**src/ltim_pkg.sv**
```systemverilog
// Constants, register indices and state types of the dual timebase timer with capture.
package ltim_pkg;

    // Prescaler: both counters advance once every 32 clock cycles.
    localparam int         LTIM_PRESCALE       = 32;
    localparam logic [4:0] LTIM_PRESCALE_LAST  = 5'(LTIM_PRESCALE - 1);

    // First timebase period in oscillator periods; the doubled period is twice this.
    localparam int         LTIM_TB1_PERIOD_OSC = 8000;
    localparam logic [7:0] LTIM_TB1_WRAP       = 8'(LTIM_TB1_PERIOD_OSC / LTIM_PRESCALE - 1);
    localparam logic [7:0] LTIM_CNT2_TOP       = 8'hFF;

    // Register indices; the byte address on APB is four times the index.
    localparam logic [5:0] LTIM_IDX_CTRL2      = 6'h08;
    localparam logic [5:0] LTIM_IDX_RELOAD     = 6'h09;
    localparam logic [5:0] LTIM_IDX_COUNT2     = 6'h0A;
    localparam logic [5:0] LTIM_IDX_CTRL1      = 6'h0B;
    localparam logic [5:0] LTIM_IDX_CAPTURE    = 6'h0C;
    localparam logic [5:0] LTIM_IDX_IRQ_STATUS = 6'h0D;
    localparam logic [5:0] LTIM_IDX_IRQ_MASK   = 6'h0E;

    // Bit positions in the two control/status registers.
    localparam int LTIM_CTRL2_OVF2_IE   = 1;
    localparam int LTIM_CTRL2_OVF2_FLAG = 0;
    localparam int LTIM_CTRL1_CAP_IE    = 7;
    localparam int LTIM_CTRL1_CAP_FLAG  = 6;
    localparam int LTIM_CTRL1_PERIOD    = 5;
    localparam int LTIM_CTRL1_OVF1_IE   = 4;
    localparam int LTIM_CTRL1_OVF1_FLAG = 3;

    // Bit positions in the sticky interrupt status and mask registers.
    localparam int LTIM_IRQ_W    = 3;
    localparam int LTIM_IRQ_OVF1 = 0;
    localparam int LTIM_IRQ_OVF2 = 1;
    localparam int LTIM_IRQ_CAP  = 2;

    localparam logic [23:0] LTIM_RDATA_PAD = 24'h000000;
    localparam logic [7:0]  LTIM_BYTE_ZERO = 8'h00;

    // APB request from the master.
    typedef struct packed {
        logic        psel;
        logic        penable;
        logic        pwrite;
        logic [7:0]  paddr;
        logic [31:0] pwdata;
    } ltim_apb_req_type;

    // Whole state of the timer.
    typedef struct packed {
        logic [4:0]            prescale;
        logic [7:0]            count1;
        logic                  tb1_half;
        logic [7:0]            count2;
        logic [7:0]            reload;
        logic [7:0]            capture;
        logic                  ovf2_irq_enable;
        logic                  ovf2_flag;
        logic                  cap_irq_enable;
        logic                  cap_flag;
        logic                  period_double;
        logic                  ovf1_irq_enable;
        logic                  ovf1_flag;
        logic [LTIM_IRQ_W-1:0] irq_status;
        logic [LTIM_IRQ_W-1:0] irq_mask;
        logic                  pin_meta;
        logic                  pin_sync;
        logic                  pin_prev;
        logic [31:0]           prdata;
    } ltim_state_type;

    localparam ltim_state_type LTIM_STATE_RST = '0;

endpackage

```
**src/ltim_top.sv**
```systemverilog
// Dual timebase timer with input capture, reached over an APB slave port.
//
// How it works
// - Second enable gates counter2 overflow request.
// - Second flag set on overflow, read clears.
// - Reload value copied into counter2 at overflow.
// - Counter2 register reads live count, resets zero.
// - First control register resets to all zero.
// - Capture enable gates capture interrupt request.
// - Capture flag set by capture, capture read clears.
// - Period select doubles first timebase period.
// - First enable gates counter1 overflow request.
// - First flag set on overflow, read clears.
// - Edge latches counter1 unless capture flag set.
// - Counter1 counts at clock/32, wraps F9h to 00h.
// - Counter2 counts at clock/32, reloads after FFh.
// - Halt stops both counters and the prescaler.
//
// The APB register port was decided locally.
`timescale 1ns/100ps
module ltim_top
    import ltim_pkg::*;
(
    input  wire logic             sys_clk,
    input  wire logic             rstn,
    input  wire ltim_apb_req_type apb_req,
    output logic [31:0]           prdata,
    output logic                  pready,
    output logic                  pslverr,
    input  wire logic             halt_mode,
    input  wire logic             capture_pin,
    output logic                  irq_first_overflow,
    output logic                  irq_second_overflow,
    output logic                  irq_capture,
    output logic                  irq
);

    ltim_state_type        cur;
    ltim_state_type        next_state;
    logic                  tick;
    logic                  ovf1_wrap;
    logic                  ovf1_ev;
    logic                  ovf2_ev;
    logic                  pin_edge;
    logic                  cap_ev;
    logic                  access;
    logic                  hit;
    logic                  rd;
    logic                  wr;
    logic [5:0]            idx;
    logic [7:0]            rbyte;
    logic [7:0]            wbyte;
    logic [LTIM_IRQ_W-1:0] events;

    // Index decode of a byte address; the two low bits must be zero.
    function automatic logic [5:0] reg_index(input logic [7:0] addr);
        reg_index = addr[7:2];
    endfunction

    // An address hits a register only when aligned and inside the map.
    function automatic logic reg_hit(input logic [7:0] addr);
        logic [5:0] i;
        i = reg_index(addr);
        reg_hit = (addr[1:0] == 2'h0) && (i >= LTIM_IDX_CTRL2) && (i <= LTIM_IDX_IRQ_MASK);
    endfunction

    // Bus decode; an access is a completed APB transfer since pready is always high.
    assign idx    = reg_index(apb_req.paddr);
    assign hit    = reg_hit(apb_req.paddr);
    assign access = apb_req.psel && apb_req.penable;
    assign rd     = access && !apb_req.pwrite && hit;
    assign wr     = access && apb_req.pwrite && hit;
    assign wbyte  = apb_req.pwdata[7:0];

    // Timebase events. Halt freezes the prescaler, so no tick ever appears in halt.
    assign tick      = !halt_mode && (cur.prescale == LTIM_PRESCALE_LAST);
    assign ovf1_wrap = tick && (cur.count1 == LTIM_TB1_WRAP);
    assign ovf1_ev   = ovf1_wrap && (!cur.period_double || cur.tb1_half);
    assign ovf2_ev   = tick && (cur.count2 == LTIM_CNT2_TOP);

    // Edge detection looks only at the second and third stages, never the first.
    assign pin_edge = cur.pin_sync ^ cur.pin_prev;
    assign cap_ev   = pin_edge && !cur.cap_flag;

    assign events[LTIM_IRQ_OVF1] = ovf1_ev;
    assign events[LTIM_IRQ_OVF2] = ovf2_ev;
    assign events[LTIM_IRQ_CAP]  = cap_ev;

    // Read multiplexer; reserved bits and unmapped indices read as zero.
    always_comb begin
        rbyte = LTIM_BYTE_ZERO;
        case (idx)
            LTIM_IDX_CTRL2: begin
                rbyte[LTIM_CTRL2_OVF2_IE]   = cur.ovf2_irq_enable;
                rbyte[LTIM_CTRL2_OVF2_FLAG] = cur.ovf2_flag;
            end
            LTIM_IDX_RELOAD: begin
                rbyte = cur.reload;
            end
            LTIM_IDX_COUNT2: begin
                rbyte = cur.count2;
            end
            LTIM_IDX_CTRL1: begin
                rbyte[LTIM_CTRL1_CAP_IE]    = cur.cap_irq_enable;
                rbyte[LTIM_CTRL1_CAP_FLAG]  = cur.cap_flag;
                rbyte[LTIM_CTRL1_PERIOD]    = cur.period_double;
                rbyte[LTIM_CTRL1_OVF1_IE]   = cur.ovf1_irq_enable;
                rbyte[LTIM_CTRL1_OVF1_FLAG] = cur.ovf1_flag;
            end
            LTIM_IDX_CAPTURE: begin
                rbyte = cur.capture;
            end
            LTIM_IDX_IRQ_STATUS: begin
                rbyte[LTIM_IRQ_W-1:0] = cur.irq_status;
            end
            LTIM_IDX_IRQ_MASK: begin
                rbyte[LTIM_IRQ_W-1:0] = cur.irq_mask;
            end
            default: begin
                rbyte = LTIM_BYTE_ZERO;
            end
        endcase
    end

    // Next-state logic for the whole block.
    always_comb begin
        next_state = cur;

        // Prescaler advances unless halted; five bits wrap naturally at 32.
        if (!halt_mode) begin
            next_state.prescale = cur.prescale + 5'h01;
        end

        // Counter1 and its wrap phase, which picks every second wrap when doubled.
        if (tick) begin
            if (ovf1_wrap) begin
                next_state.count1   = LTIM_BYTE_ZERO;
                next_state.tb1_half = !cur.tb1_half;
            end else begin
                next_state.count1 = cur.count1 + 8'h01;
            end
        end

        // Counter2 reloads from the reload register instead of rolling to zero.
        if (ovf2_ev) begin
            next_state.count2 = cur.reload;
        end else if (tick) begin
            next_state.count2 = cur.count2 + 8'h01;
        end

        // Clearing reads come first so that a same-cycle event overrides them.
        if (rd && (idx == LTIM_IDX_CTRL2)) begin
            next_state.ovf2_flag = 1'b0;
        end
        if (rd && (idx == LTIM_IDX_CTRL1)) begin
            next_state.ovf1_flag = 1'b0;
        end
        if (rd && (idx == LTIM_IDX_CAPTURE)) begin
            next_state.cap_flag = 1'b0;
        end
        if (rd && (idx == LTIM_IDX_IRQ_STATUS)) begin
            next_state.irq_status = '0;
        end

        // Hardware sets win over the clears above.
        if (ovf2_ev) begin
            next_state.ovf2_flag = 1'b1;
        end
        if (ovf1_ev) begin
            next_state.ovf1_flag = 1'b1;
        end
        if (cap_ev) begin
            next_state.capture  = cur.count1;
            next_state.cap_flag = 1'b1;
        end
        next_state.irq_status = next_state.irq_status | events;

        // Register writes; flags and read-only registers ignore write data.
        if (wr) begin
            case (idx)
                LTIM_IDX_CTRL2: begin
                    next_state.ovf2_irq_enable = wbyte[LTIM_CTRL2_OVF2_IE];
                end
                LTIM_IDX_RELOAD: begin
                    next_state.reload = wbyte;
                end
                LTIM_IDX_CTRL1: begin
                    next_state.cap_irq_enable  = wbyte[LTIM_CTRL1_CAP_IE];
                    next_state.period_double   = wbyte[LTIM_CTRL1_PERIOD];
                    next_state.ovf1_irq_enable = wbyte[LTIM_CTRL1_OVF1_IE];
                end
                LTIM_IDX_IRQ_MASK: begin
                    next_state.irq_mask = wbyte[LTIM_IRQ_W-1:0];
                end
                default: begin
                    next_state.irq_mask = next_state.irq_mask;
                end
            endcase
        end

        // Capture pin synchroniser and edge history.
        next_state.pin_meta = capture_pin;
        next_state.pin_sync = cur.pin_meta;
        next_state.pin_prev = cur.pin_sync;

        // Read data is loaded in the setup cycle; refused addresses read as zero.
        if (apb_req.psel && !apb_req.penable && !apb_req.pwrite) begin
            next_state.prdata = {LTIM_RDATA_PAD, (hit ? rbyte : LTIM_BYTE_ZERO)};
        end
    end

    // State register; the capture flag, though undefined in silicon, resets clear here.
    always_ff @(posedge sys_clk or negedge rstn) begin
        if (!rstn) begin
            cur <= LTIM_STATE_RST;
        end else begin
            cur <= next_state;
        end
    end

    // Outputs. Zero wait states keep every transfer to one access cycle.
    assign prdata              = cur.prdata;
    assign pready              = 1'b1;
    assign pslverr             = access && !hit;
    assign irq_first_overflow  = cur.ovf1_flag && cur.ovf1_irq_enable;
    assign irq_second_overflow = cur.ovf2_flag && cur.ovf2_irq_enable;
    assign irq_capture         = cur.cap_flag && cur.cap_irq_enable;
    assign irq                 = |(cur.irq_status & cur.irq_mask);
endmodule

```
**config.mk**
```make
export PLATFORM = sky130hd
export DESIGN_NAME = ltim_top
export DESIGN_NICKNAME = d
export VERILOG_FILES = /design/src/ltim_pkg.sv /design/src/ltim_top.sv
export SDC_FILE = /design/constraint.sdc
export NUM_CORES = 1
export LEC_CHECK = 0
export BUFFER_PORTS_ARGS = -buffer_cell sky130_fd_sc_hd__buf_2
export CAP_MARGIN = 10
export CORE_MARGIN = 10
export CORE_UTILIZATION = 45
export DETAILED_ROUTE_END_ITERATION = 10
export GPL_ROUTABILITY_DRIVEN = 1
export GPL_TIMING_DRIVEN = 0
export PLACE_DENSITY = 0.81
export SKIP_LAST_GASP = 1
export SLEW_MARGIN = 10
export SYNTH_ARGS = -nofsm -noshare
export SYNTH_HDL_FRONTEND = slang
export SYNTH_SLANG_ARGS = --single-unit
```
**constraint.sdc**
```tcl
create_clock -name sys_clk -period 2 [get_ports sys_clk]
set_input_delay 0.3 -clock sys_clk [delete_from_list [all_inputs] [get_ports sys_clk]]
set_output_delay 0.3 -clock sys_clk [all_outputs]
set_load 0.01 [all_outputs]
```
* Word level (Yosys, flattened, before mapping)
Index checks and enable logic that the tools add are counted.
** Cells by class
- $add $sub $neg :: 3
- Eq/ne operators :: 10
- Order comparisons :: 2
- Multiplexer cells :: 14
- Bitwise logic cells :: 3
- Reduce and logical (&&, ||, !) cells :: 41
** Operators with widths (count)
- $eq 6x4->1 const B :: 7
- $mux 8 :: 4
- $logic_and 1x1->1 :: 22
- $pmux 5 s4 :: 1
- $add 8x1->8 const B :: 2
- $eq 8x8->1 const B :: 2
- $pmux 2 s6 :: 1
- $reduce_and 2->1 :: 5
- $reduce_bool 2->1 :: 4
- $logic_not 1->1 :: 7
- $ge 6x4->1 const B :: 1
- $le 6x4->1 const B :: 1
- $mux 1 :: 6
- $add 5x1->5 const B :: 1
- $eq 5x5->1 const B :: 1
- $pmux 1 s5 :: 1
- $and 3x3->3 :: 1
- $mux 3 :: 1
- $or 3x3->3 :: 1
- $reduce_or 3->1 :: 1
- $logic_not 2->1 :: 1
- $logic_or 1x1->1 :: 1
- $xor 1x1->1 :: 1
** Storage, ports and cells
- Word-level logic and storage cells :: 92
- Flip-flop bits (word level) :: 62
- Output and inout bits :: 38
- Input bits :: 47

* Longest topological paths before layout
- Depth in word-level cells :: 7
- Mapped depth :: 8
- Gate-level depth less buffers :: 7

* Least setup slack after synthesis
Ideal clock, no wire load.
- Path type :: register -> register
- From :: register cur[81] (netlist bit)
- To :: register cur[69] (netlist bit)
- Period minus slack after synthesis :: 1.981 ns
- Buffers on the path :: 0
- Stages on the path, launching flop included :: 8
- Arrival time :: 1.877 ns
- Setup slack :: 0.019 ns
- Required time :: 1.896 ns
- Setup time :: 0.104 ns
- Path through :: dfrtp_1 ha_1 and3_1 ha_1 nand4b_1 nor3_2 and3b_1 a221oi_1
** On the way
- Word-level cells in the longest chain between the ends :: 4
- Elaborated cells on any way between the ends :: 5
- Those cells by class :: eq/ne: 1; mux: 1; reduce/logical: 3
** Ends and longest elaborated chain
- start: declaration :: line ltim_top.sv:38 : ltim_state_type cur;
- start signal: assignment :: line ltim_top.sv:217 : cur <= next_state;
- $eq 5x5->1 * :: line ltim_top.sv:76 : assign tick = !halt_mode && (cur.prescale == LTIM_PRESCALE_LAST);
- $logic_and 1x1->1 * :: line ltim_top.sv:76
- $logic_and 1x1->1 :: line ltim_top.sv:79 : assign ovf2_ev = tick && (cur.count2 == LTIM_CNT2_TOP);
- $mux 8 or $reduce_bool 2->1 (tied branches)
Mark *: on every way between the ends. The rest lies on a longest branch, timed or not.
A chain may end at the register's enable or synchronous reset.

* Final worst setup path
- From :: register cur[81] (netlist bit)
- To :: register cur[41] (netlist bit)
** On the way
- Word-level cells in the longest chain between the ends :: 5
- Elaborated cells on any way between the ends :: 6
- Those cells by class :: eq/ne: 1; mux: 1; reduce/logical: 4
** Ends and longest elaborated chain
- $eq 5x5->1 * :: line ltim_top.sv:76
- $logic_and 1x1->1 * :: line ltim_top.sv:76
- $logic_and 1x1->1 * :: line ltim_top.sv:77 : assign ovf1_wrap = tick && (cur.count1 == LTIM_TB1_WRAP);
- $logic_and 1x1->1 * :: line ltim_top.sv:78 : assign ovf1_ev = ovf1_wrap && (!cur.period_double || cur.tb1_half);
- $mux 1 or $reduce_bool 2->1 (tied branches)
Marked as above.

==> results.py <==
metrics = {
    "setup_path": {
        "cp_cell_sequence": "ha_2 -> and3_4 -> ha_4 -> nand2b_1 -> nor3_2 -> buf_4 -> a22o_1",
        "startpoint": "cur[81]$_DFFE_PN0N_",
        "endpoint_kind": "flop",
        "crit_family": "simple AND/OR/NAND/NOR gates",
        "path_class": "flop to flop",
        "r2r_end": "cur[41]$_DFFE_PN0P_",
        "critPathLaunchType": "flop",
        "r2r_cells": 7,
        "path_max_fanout": 10,
        "required_ns": 2.23,
        "crit_buf_inv": 1,
        "cpMaxStageDelayCell": "dfrtp_1",
        "max_stage_delay_ns": 0.41,
        "crit_cells": 7,
        "ff2ff_setup_slack_ns": 0.12,
        "worstReg2RegStart": "cur[81]$_DFFE_PN0N_",
        "crit_path_end": "cur[41]$_DFFE_PN0P_",
        "cp.arrival_ns": 2.11,
    },
    "finish": {
        "fin_area_sq_um": 3990,
        "area.sequential_sq_um": 1550,
        "fin_nets": 443,
        "nFillCells": 648,
        "insertedDiodeCount": 0,
        "area_growth_syn_to_layout_pct": 19.1,
        "multi_input_area_sq_um": 1590,
        "drive_gt1_share_pct": 33.3,
        "fin_util_pct": 55.1,
    },
    "pwr": {
        "leakagePower_nw": 1.94,
        "ir_worst_vdd_v": 0.000611,
        "power.density_nw_per_um2": 728,
    },
    "drt": {
        "ant_nets": 0,
        "vias": 2600,
        "wl_mm": 7.53,
        "route.detailed.drc": 0,
        "first_pass_iters": 5,
        "viasPerCell": 5.25,
        "wl_per_cell_um": 15.2,
        "drt-initial-drc-count": 201,
    },
    "yosys": {
        "syn_avg_cell_area_sq_um": 10.5,
        "ys.flop_type": "dfrtp_1",
        "synthArstFlopShare_pct": 100,
        "synth_commonest_cells": "dfrtp_1, buf_4, mux2_2, nand2_1, nor2_1",
        "synth.top_cell.area_share_pct": 46.3,
        "netlist-cell-type-count": 52,
        "synth_area_leaders": "dfrtp_1, mux2_2, buf_4",
        "yosysMostFrequentCell": "dfrtp_1",
        "yosysWarnings": 0,
        "syn_inst": 320,
        "ys_seq_area_share_pct": 46.3,
        "synth_edf_count": 0,
        "ys_ff_latch": 62,
        "synth_top_area_cell": "dfrtp_1",
        "syn_area_sq_um": 3350,
    },
    "floorplan": {
        "die-area_sq_um": 11300,
        "num_rows": 31,
        "ios": 85,
        "initial_core_util_pct": 46.2,
        "fp.dieW_um": 106,
        "die_h_um": 106,
        "core_sq_um": 7250,
    },
    "hold_path": {
        "min_path_type": "input port to asynchronous set/reset pin",
    },
    "clocking": {
        "cts_buffer_depth": 2,
        "clk_latency_ns": 0.35,
        "htreeDepth": 3,
        "cts_hold_buf": 0,
        "cts_inserted_buffers": 9,
        "clk_pin_slew_ns": 0.07,
        "cts_tree": "done",
        "cts.sinks": 62,
        "cts-root-buf": "clkbuf_8",
    },
    "sta": {
        "hold_slack_ns": 0.0129,
        "final-hold-violation-count": 0,
        "tightest_slew_ns": 0.824,
        "drv_slew": 0,
        "setup-violations-final": 0,
        "fin_ws_ns": 0.125,
        "slew-limit-headroom_pct": 44.9,
        "worst_clock_skew_ns": 0.00822,
        "max_freq_ghz": 0.533,
        "rsz0062_at_grt": "false",
        "finalCritPeriodShare_pct": 93.8,
        "period_needed_ns": 1.88,
    },
    "global_routing": {
        "grt_max_degree": 63,
        "grt_usage_pct": 13.5,
        "antenna_found_initial": 0,
        "grt.overflow.total": 0,
        "grt_pass1_wl_mm": 12.6,
        "grt_pass1_vias": 2564,
    },
    "place": {
        "port_buffers": 33,
        "postPlaceCellArea_sq_um": 3730,
        "post-place-ws_ns": -0.302,
        "routabilityCongestion": 0.928,
        "dpl.hpwl_mm": 5.77,
    },
    "job": {
        "cap_violations": 0,
    },
    "outcome": {
        "outcome": "complete, no violations",
    },
}
## routing by layer
metal | routed length (um) | vias up | global-route usage (%)
met1 | 3310 | 1239 | 17.2
met3 | 608 | 20 | 5.19
met2 | 3420 | 108 | 20.0
met5 | 0 | - | 0
li1 | - | 1233 | -
met4 | 193 | 0 | 5.80
## cell type report
class                   count  share of cell area [%]
inverters                   7                   0.658
well taps                  99                    3.10
clock buffers              10                    3.45
clock inverters             6                    1.13
multi-input cells         228                    39.9
repair buffers             38                    5.14
plain buffers              45                    7.80
flip-flops and latches     62                    38.8
## stage by stage
stage                     setup TNS, ns  instances  power, mW
after detailed placement          -2.06        475       1.90
after global routing                  0        495       3.08
after global placement            -1.32        475       1.87
final                                 0        495       2.91
after CTS                      -0.00238        493       2.90
after floorplan                       0        343       1.76
## where the power goes
| part | switching (mW) | total (mW) | internal, mW |
|---|---|---|---|
| registers | 0.113 | 1.48 | 1.37 |
| clock network | 0.506 | 0.991 | 0.486 |
| logic | 0.211 | 0.437 | 0.226 |
| total | 0.830 | 2.91 | 2.08 |
## registers in the layout, indices dropped and copies added (netlist names)
register / cells
cur: 54
prdata: 8
## repair_timing
item / in CTS / in global routing
endpoints found under the hold margin: 0 / 0
buffers inserted: 3 / 2
gates resized for setup: 3 / 10
pin swaps: 1 / 2
endpoints found under the setup margin: 12 / 17
## placed cells by master, fill, tap and decap left out, types with 3 or more instances in the layout
cell type and count:
mux2i_1 8, o21ai_0 10, nand2_1 26, or3_1 6, conb_1 25, nand2b_1 7
inv_1 7, nand4_1 4, ha_1 3, clkbuf_8 10, xnor2_1 7, nor3_1 9
o31ai_1 3, nand3_1 8, o32ai_1 4, a22o_1 3, buf_2 35, clkinvlp_4 3
nor2_1 14, dfrtp_1 62, mux2_2 27, a221oi_1 5, a21oi_1 12, buf_4 41
a21o_1 4, clkbuf_1 5, a31oi_1 3
## cell families (layout without fill, tap and decap cells)
| family | count (synthesis) | in the layout | synth area share [%] |
|---|---|---|---|
| compound gates | 54 | 54 | 11.0 |
| xor+xnor | 9 | 9 | 2.35 |
| fa+ha+maj | 5 | 5 | 1.87 |
| buf+inv | 53 | 106 | 10.0 |
| flops | 62 | 62 | 46.3 |
| mux | 35 | 35 | 11.5 |
| other cells | 2 | 25 | 0.224 |
| simple gates | 100 | 100 | 16.8 |
## worst min-delay path by stage
| stage | slack [ns] | to |
|---|---|---|
| 2_1_floorplan | 0.004 | cur[32]$_DFF_PN0_ |
| 3_3_place_gp | 0.34 | cur[33]$_DFF_PN0_ |
| 3_5_place_dp | 0.35 | cur[33]$_DFF_PN0_ |
| 4_1_cts | 0.04 | cur[34]$_DFF_PN0_ |
| 5_1_grt | 0.04 | cur[34]$_DFF_PN0_ |
| 6_report | 0.01 | prdata[0]$_DFFE_PN0P_ |
(Power assumes the default switching activity.)
